**src/hw/exc_prio_pick.sv**
```systemverilog
// shared constants of the exception status block and the pending-exception picker
// Notes on behaviour
// - pending field shows the highest priority exception that is pending and enabled.
// - pending field obeys base priority and fault mask, never the primary mask.
// - codes: none 00, nmi 02, faults 03-06, svc 0B, pendsv 0E, tick 0F, irq 10 up.
// - reserved codes 01, 07-0A, 0C, 0D, 3C-3F are never reported.
// - return flag 0 with preempted actives left, 1 when none or only current active.
// - return flag looks only at ordinary interrupts, not at nmi or faults.
// - return flag means something only while a handler runs.
// - active field holds the exception being serviced, same numbering.
// - active field is zero in thread mode and when the handler number is a reserved code.
// - active field equals the handler number of the program status unless that number is reserved.
// - bits 10:6 read zero; software keeps them on read-modify-write.
`timescale 1ns/10ps
package exc_status_pkg;
  // register map, byte offsets on the plain register port
  localparam int ADDR_W = 8;
  localparam logic [7:0] ICS_OFFSET = 8'h00;
  localparam logic [7:0] MASK_OFFSET = 8'h04;
  // status register layout
  localparam int PEND_LSB = 12;
  localparam int RET_FLAG_BIT = 11;
  localparam int RSVD_LSB = 6;
  localparam int RSVD_MSB = 10;
  localparam int ACT_LSB = 0;
  // mask register layout: base priority byte, fault mask bit
  localparam int BPRI_LSB = 0;
  localparam int BPRI_IMPL_LSB = 5;
  localparam int FMASK_BIT = 8;
  // reset values
  localparam logic [31:0] RDATA_RESET = 32'h0000_0000;
  localparam logic [7:0] BPRI_RESET = 8'h00;
  localparam logic FMASK_RESET = 1'b0;
  localparam logic [5:0] VEC_RESET = 6'h00;
  localparam logic RET_FLAG_RESET = 1'b0;
  // exception numbering
  localparam int NUM_EXC = 64;
  localparam int PRIO_W = 3;
  localparam int EFF_W = 4;
  localparam logic [5:0] EXC_NONE = 6'h00;
  localparam logic [5:0] EXC_NMI = 6'h02;
  localparam logic [5:0] EXC_HARD = 6'h03;
  localparam logic [5:0] EXC_USAGE = 6'h06;
  localparam logic [5:0] EXC_SVC = 6'h0B;
  localparam logic [5:0] EXC_DEBUG = 6'h0C;
  localparam logic [5:0] EXC_RSVD_D = 6'h0D;
  localparam logic [5:0] EXC_IRQ0 = 6'h10;
  localparam logic [5:0] EXC_LAST = 6'h3B;
  // effective priority: nmi and hard fault sit above every programmable level
  localparam logic [EFF_W-1:0] EFF_NMI = 4'h0;
  localparam logic [EFF_W-1:0] EFF_HARD = 4'h1;
  localparam logic [EFF_W-1:0] EFF_PROG_BASE = 4'h2;
  localparam logic [EFF_W-1:0] EFF_NONE = 4'hF;

  // true for a code that names a real exception
  function automatic logic code_is_legal(input logic [5:0] code);
    code_is_legal = (code >= EXC_NMI && code <= EXC_USAGE) || code == EXC_SVC ||
      (code > EXC_RSVD_D && code <= EXC_LAST);
  endfunction : code_is_legal

  // ordinary interrupts: everything legal from supervisor call upward
  function automatic logic code_is_ordinary(input logic [5:0] code);
    code_is_ordinary = code_is_legal(code) && code >= EXC_SVC;
  endfunction : code_is_ordinary
endpackage : exc_status_pkg

module exc_prio_pick (
  input wire logic [63:0] pend_in, // pending flag per exception number
  input wire logic [63:0] enable_in, // enable flag per exception number
  input wire logic [191:0] prio_in, // 3-bit priority per exception number
  input wire logic [2:0] base_pri, // implemented base priority bits, 0 = off
  input wire logic fmask, // fault mask: only nmi stays eligible
  output logic [5:0] winner // chosen exception number, 0 when none
);
  localparam int EFF_W_L = exc_status_pkg::EFF_W;
  logic [63:0] elig;
  logic [EFF_W_L-1:0] eff [64];

  // per exception eligibility and effective priority
  for (genvar i = 0; i < exc_status_pkg::NUM_EXC; i++)
  begin : g_exc
    localparam logic [5:0] CODE = 6'(i);
    logic [2:0] p;
    assign p = prio_in[i*exc_status_pkg::PRIO_W +: exc_status_pkg::PRIO_W];
    assign eff[i] = (CODE == exc_status_pkg::EXC_NMI) ? exc_status_pkg::EFF_NMI :
      (CODE == exc_status_pkg::EXC_HARD) ? exc_status_pkg::EFF_HARD :
      exc_status_pkg::EFF_PROG_BASE + {1'b0, p};
    // primary mask deliberately absent: the field shows what would preempt without it
    assign elig[i] = pend_in[i] && enable_in[i] && exc_status_pkg::code_is_legal(CODE) &&
      !(fmask && CODE != exc_status_pkg::EXC_NMI) &&
      !(base_pri != 3'h0 && CODE > exc_status_pkg::EXC_HARD && p >= base_pri);
  end

  // lowest effective priority wins, lowest number breaks a tie
  always_comb
  begin
    logic [EFF_W_L-1:0] best;
    best = exc_status_pkg::EFF_NONE;
    winner = exc_status_pkg::EXC_NONE;
    for (int i = 0; i < exc_status_pkg::NUM_EXC; i++)
    begin
      if (elig[i] && eff[i] < best)
      begin
        best = eff[i];
        winner = 6'(i);
      end
    end
  end
endmodule : exc_prio_pick

```
**src/hw/exception_vector_status.sv**
```systemverilog
// interrupt control and state register: pending, active and return-to-base status
//
// Our own choices: the strobed register port and the placing of the registers.
`timescale 1ns/10ps
module exception_vector_status (
  input wire logic clk, // system clock, 10 MHz
  input wire logic rst, // asynchronous reset, active high
  input wire logic [7:0] addr, // register byte address
  input wire logic [31:0] wdata, // register write data
  input wire logic wr, // write strobe, one cycle
  input wire logic rd, // read strobe, one cycle
  output logic [31:0] rdata, // read data, valid the cycle after rd
  input wire logic [63:0] pend_in, // pending flag per exception number
  input wire logic [63:0] enable_in, // enable flag per exception number
  input wire logic [191:0] prio_in, // 3-bit priority per exception number
  input wire logic [63:0] active_in, // active flag per exception number
  input wire logic [5:0] handler_exception_number, // exception number of program status
  output logic [5:0] pending_vector_number, // highest priority eligible pending code
  output logic [5:0] active_vector_number, // code now being serviced
  output logic return_to_base_flag, // no preempted ordinary actives remain
  output logic [7:0] base_priority_mask, // software base priority level
  output logic fault_mask_a // software fault mask
);
  // timing seen from outside:
  //   status outputs show the exception state sampled at the previous clock;
  //   a mask write reaches its outputs and the pick one clock later;
  //   read data stands for exactly one clock after the read strobe and is zero otherwise;
  //   there is no primary mask input, so the pending field can never be hidden by it;
  //   the return flag is computed in thread mode too, software must not read meaning into it there
  typedef struct packed {
    logic [31:0] rdata;
    logic [7:0] base_pri;
    logic fmask;
    logic [5:0] pend;
    logic [5:0] act;
    logic ret_flag;
  } state_s;

  state_s cur;
  state_s next_cur;
  logic [5:0] winner;
  logic [63:0] others;
  logic ret_flag_now;
  logic [5:0] act_now;
  logic [31:0] ics_word;
  logic [31:0] mask_word;

  // address decode, shared by the next-state logic (hit_mask only) and the checks
  function automatic logic hit_status(input logic [7:0] a);
    hit_status = a == exc_status_pkg::ICS_OFFSET;
  endfunction : hit_status

  function automatic logic hit_mask(input logic [7:0] a);
    hit_mask = a == exc_status_pkg::MASK_OFFSET;
  endfunction : hit_mask

  // priority resolution over all exceptions
  exc_prio_pick u_pick (
    .pend_in(pend_in),
    .enable_in(enable_in),
    .prio_in(prio_in),
    .base_pri(cur.base_pri[7:exc_status_pkg::BPRI_IMPL_LSB]),
    .fmask(cur.fmask),
    .winner(winner)
  );

  // ordinary actives other than the running handler; nmi and faults never count
  for (genvar i = 0; i < exc_status_pkg::NUM_EXC; i++)
  begin : g_other
    assign others[i] = active_in[i] && exc_status_pkg::code_is_ordinary(6'(i)) &&
      handler_exception_number != 6'(i);
  end

  // flag is computed in thread mode too; software reads it only inside a handler
  assign ret_flag_now = ~|others;

  // active code mirrors the program status; a reserved code never gets through
  assign act_now = exc_status_pkg::code_is_legal(handler_exception_number) ?
    handler_exception_number : exc_status_pkg::EXC_NONE;

  // readable images: status bits 10:6 and 31:18 and mask bits 31:9 are tied to zero
  always_comb
  begin
    ics_word = 32'h0000_0000;
    ics_word[exc_status_pkg::PEND_LSB +: 6] = cur.pend;
    ics_word[exc_status_pkg::RET_FLAG_BIT] = cur.ret_flag;
    ics_word[exc_status_pkg::ACT_LSB +: 6] = cur.act;
    mask_word = 32'h0000_0000;
    mask_word[exc_status_pkg::BPRI_LSB +: 8] = cur.base_pri;
    mask_word[exc_status_pkg::FMASK_BIT] = cur.fmask;
  end

  // next state: status tracks every clock, registers take writes, reads answer next cycle
  always_comb
  begin
    next_cur = cur;
    next_cur.pend = winner;
    next_cur.act = act_now;
    next_cur.ret_flag = ret_flag_now;
    // writes to the status register are dropped: all its fields are read only
    if (wr && hit_mask(addr))
    begin
      next_cur.base_pri = wdata[exc_status_pkg::BPRI_LSB +: 8];
      next_cur.fmask = wdata[exc_status_pkg::FMASK_BIT];
    end
    // unmapped reads and idle cycles return zero
    next_cur.rdata = 32'h0000_0000;
    if (rd)
    begin
      unique case (addr)
        exc_status_pkg::ICS_OFFSET: next_cur.rdata = ics_word;
        exc_status_pkg::MASK_OFFSET: next_cur.rdata = mask_word;
        default: next_cur.rdata = 32'h0000_0000;
      endcase
    end
  end

  // state register
  always_ff @(posedge clk or posedge rst)
  begin
    if (rst)
    begin
      cur.rdata <= exc_status_pkg::RDATA_RESET;
      cur.base_pri <= exc_status_pkg::BPRI_RESET;
      cur.fmask <= exc_status_pkg::FMASK_RESET;
      cur.pend <= exc_status_pkg::VEC_RESET;
      cur.act <= exc_status_pkg::VEC_RESET;
      cur.ret_flag <= exc_status_pkg::RET_FLAG_RESET;
    end
    else
    begin
      cur <= next_cur;
    end
  end

  // every output straight from the state register
  assign rdata = cur.rdata;
  assign pending_vector_number = cur.pend;
  assign active_vector_number = cur.act;
  assign return_to_base_flag = cur.ret_flag;
  assign base_priority_mask = cur.base_pri;
  assign fault_mask_a = cur.fmask;

  // helper: ordinary actives present at all
  logic any_ordinary;
  logic fault_only;
  always_comb
  begin
    any_ordinary = 1'b0;
    for (int i = 0; i < exc_status_pkg::NUM_EXC; i++)
    begin
      if (active_in[i] && exc_status_pkg::code_is_ordinary(6'(i)))
      begin
        any_ordinary = 1'b1;
      end
    end
    fault_only = !any_ordinary && active_in[exc_status_pkg::EXC_NMI];
  end

  // level of the exception that the picker chose this cycle, for the base priority check;
  // for nmi and hard fault the level is unused, their place is fixed above every level
  logic [2:0] pick_level;
  assign pick_level = prio_in[winner * exc_status_pkg::PRIO_W +: exc_status_pkg::PRIO_W];
endmodule : exception_vector_status

```
**config.mk**
```make
export PLATFORM = sky130hd
export DESIGN_NAME = exception_vector_status
export DESIGN_NICKNAME = d
export VERILOG_FILES = /design/src/hw/exc_prio_pick.sv /design/src/hw/exception_vector_status.sv
export SDC_FILE = /design/constraint.sdc
export NUM_CORES = 1
export LEC_CHECK = 0
export ABC_AREA = 1
export BUFFER_PORTS_ARGS = -buffer_cell sky130_fd_sc_hd__buf_2
export CORE_AREA = 2 2 188 190
export DETAILED_ROUTE_END_ITERATION = 10
export DIE_AREA = 0 0 190 192
export PLACE_DENSITY = 0.74
export REMOVE_ABC_BUFFERS = 1
export SETUP_SLACK_MARGIN = 0.02
export SYNTH_ARGS = -nofsm -noshare
export SYNTH_HDL_FRONTEND = slang
export SYNTH_SLANG_ARGS = --single-unit
```
**constraint.sdc**
```tcl
create_clock -name clk -period 55.9 [get_ports clk]
set_clock_uncertainty 0.2 [all_clocks]
set_input_delay 2.795 -clock clk [delete_from_list [all_inputs] [get_ports clk]]
set_output_delay 2.795 -clock clk [all_outputs]
set_load 0.03 [all_outputs]
```
==> reports/metrics.cfg <==
[run_status]
outcome=finished, final reports clean

[clocking]
htreeDepth=2
clk_latency_ns=0.28
cts_inserted_buffers=5
cts_tree=done
cts_num_sinks=38
clk_path_buf_depth=2
cts_root_buf=clkbuf_16
postCtsHoldBufs=0
path_clk_slew_ns=0.06

[yosys]
synth_warnings=0
synthArstFlopShare_pct=100
synth-main-ff-cell=dfrtp_1
synth_compound_area_share_pct=11.4
synth-adder-area-share_pct=19.3
avgSynthCellArea_um2=5.84
synth_top_family_by_area=simple AND/OR/NAND/NOR gates
synth_edf_count=0
synth_cell_types=49
synthCells=2832
ys_ff_latch=38
synthMuxAreaShare_pct=0.340
synthSimpleGateAreaFrac_pct=49.9
synth_area_mm2=0.0165
synth_xor_area_share_pct=0
synth-seq-area-share_pct=5.75

[layout]
final_nets=3979
area_growth_pct=22.5
fin_cells=3759
fin_util_pct=59.1
final_cell_mix=nand2_1 (675), inv_1 (425), nand3_1 (412), buf_2 (365), ha_1 (240)
seqCellArea_um2=953
drive_gt1_share_pct=29.0
multiInputGateArea_mm2=0.0140
nFillCells=3420
final_common_cell=nand2_1

[detailed_routing]
drt_pre_antenna_iters=5
drtIter0Drc=1092
routed_wl_um=54300
vias=19682
avgViaCountPerCell=5.24
wl_per_cell_um=14.5
ant_nets=0
drc=0

[timing]
max_freq_ghz=0.0193
finalSetupViolCount=0
whs_ns=0.298
fin_ws_ns=4.14
drv_slew=0
layout_min_cycle_time_ns=51.76
hold_viol_final=0
worstMarginPinSlew_ns=1.08
slew_headroom_pct=27.4
period_share_pct=92.6
fin_tns_setup_ns=0

[worst_setup_path]
crit_type=input pin to flop
arrival_ns=51.77
startpoint_type=input pin
cp-end-kind=flop
cp_slowest_stage_delay_ns=0.35
critical-path-slowest-cell=ha_1
path_max_fanout=9
critPathRequiredTime_ns=55.91
critPathMostFrequentCell=nand2_1

[die]
fp.dieH_um=192
initial_core_util_pct=48.3
io_pins=488
fp.dieW_um=190
core_mm2=0.0343
rows=68
dieArea_mm2=0.0365

[power_and_ir_drop]
p_leak_uw=0.0120
powerDensity_mw_per_mm2=9.77
vdd_drop_max_v=0.0000185

[place]
io_buffers=365
place_ws_ns=-1.75
gp_congestion=0.923
dpl.hpwl_um=44600
placed_cells=3709

[global_route]
antenna_found_initial=19
overflow=0
grt_use_met3_pct=3.54
met2_usage_pct=49.3
track_usage_pct=28.2
grt_pass1_vias=18293
grt_start_max_net_pins=39
use_met1_pct=36.7
busiest_layer=met2
grt_pass1_wl_um=86100

[flow_run]
drv.max_cap_violation_count=0

[hold_path]
hold_class=flop to flop

per-layer routing:
| metal | routed length, um | vias to the layer above | part of all wire, % |
|---|---|---|---|
| met1 | 23900 | 8813 | 44 |
| met4 | 1230 | 18 | 2.3 |
| met3 | 3170 | 105 | 5.8 |
| met2 | 25900 | 563 | 48 |
| met5 | 125 | - | 0.23 |
| li1 | - | 10183 | - |
state kept, by name, summed over array words and instances, names as in the netlist:
signal	cells
rdata	16
base_priority_mask	8
active_vector_number	6
pending_vector_number	6
fault_mask_a	1
return_to_base_flag	1
layout make-up:
class	instances	share of cell area [%]
Multi-Input combinational cell	2275	69.1
Timing Repair Buffer	472	13.0
Inverter	498	9.35
Sequential cell	38	4.70
Tap cell	455	2.81
Clock buffer	7	0.704
Antenna cell	13	0.161
Clock inverter	1	0.148
repair_timing:
action	CTS	global route
pin swaps	1	53
gates resized for setup	33	143
endpoints found under the hold margin	0	0
setup buffers	1	28
setup endpoints to repair	6	6
cells in the mapped netlist (all sizes together), types with 4 or more instances:
library cell  number  area share (%)
nor4              11            0.42
mux2               5            0.34
dfrtp             38             5.7
nand2            879              25
a31oi              4            0.15
inv              479              11
buf               25             1.2
o211ai            21            0.95
clkbuf             8            0.36
a2111oi           15            0.79
nand3b            13            0.59
o21ai            181             5.6
nand4             19            0.72
and3              24            0.98
clkinv            19            0.57
a21oi            108             3.4
nor2             259             7.5
nor3               9            0.27
nand3            447              15
ha               255              19
where the power goes:
group | internal, uW | switching (uW)
sequential | 29.4 | 1.62
clock | 22.3 | 10.5
combinational | 49.6 | 84.7
total | 101 | 96.8
cell families after synthesis:
| logic type | Yosys count |
|---|---|
| compound gates | 337 |
| fa+ha+maj | 255 |
| buf+inv | 534 |
| flops | 38 |
| mux | 5 |
| other cells | 1 |
| simple gates | 1662 |
final timing paths:
path,to,from,cells after the start,slack (ns)
setup / recovery,pending_vector_number[1],pend_in[2],423,4.14
hold / removal,rdata[12],pending_vector_number[0],2,0.30
setup reg to reg,pending_vector_number[1],fault_mask_a,423,6.05
hold reg to reg,rdata[12],pending_vector_number[0],2,0.30
max in group asynchronous,fault_mask_a,rst,3,52.73
min in group asynchronous,rdata[0],rst,3,2.42
critical path, delay by kind of cell:
kind,cells,cell delay [ns]
buf+inv,64,4.78
simple gates,237,22.84
compound gates,72,10.00
fa+ha+maj,50,11.20
stage by stage:
| step | total power [uW] | instance area, um^2 |
|---|---|---|
| floorplan | 118 | 16300 |
| global placement | 155 | 19300 |
| detailed placement | 158 | 19300 |
| CTS | 192 | 19500 |
| global route | 217 | 20300 |
| finish | 198 | 20300 |
Note: power is estimated with default switching activity, not from simulation.
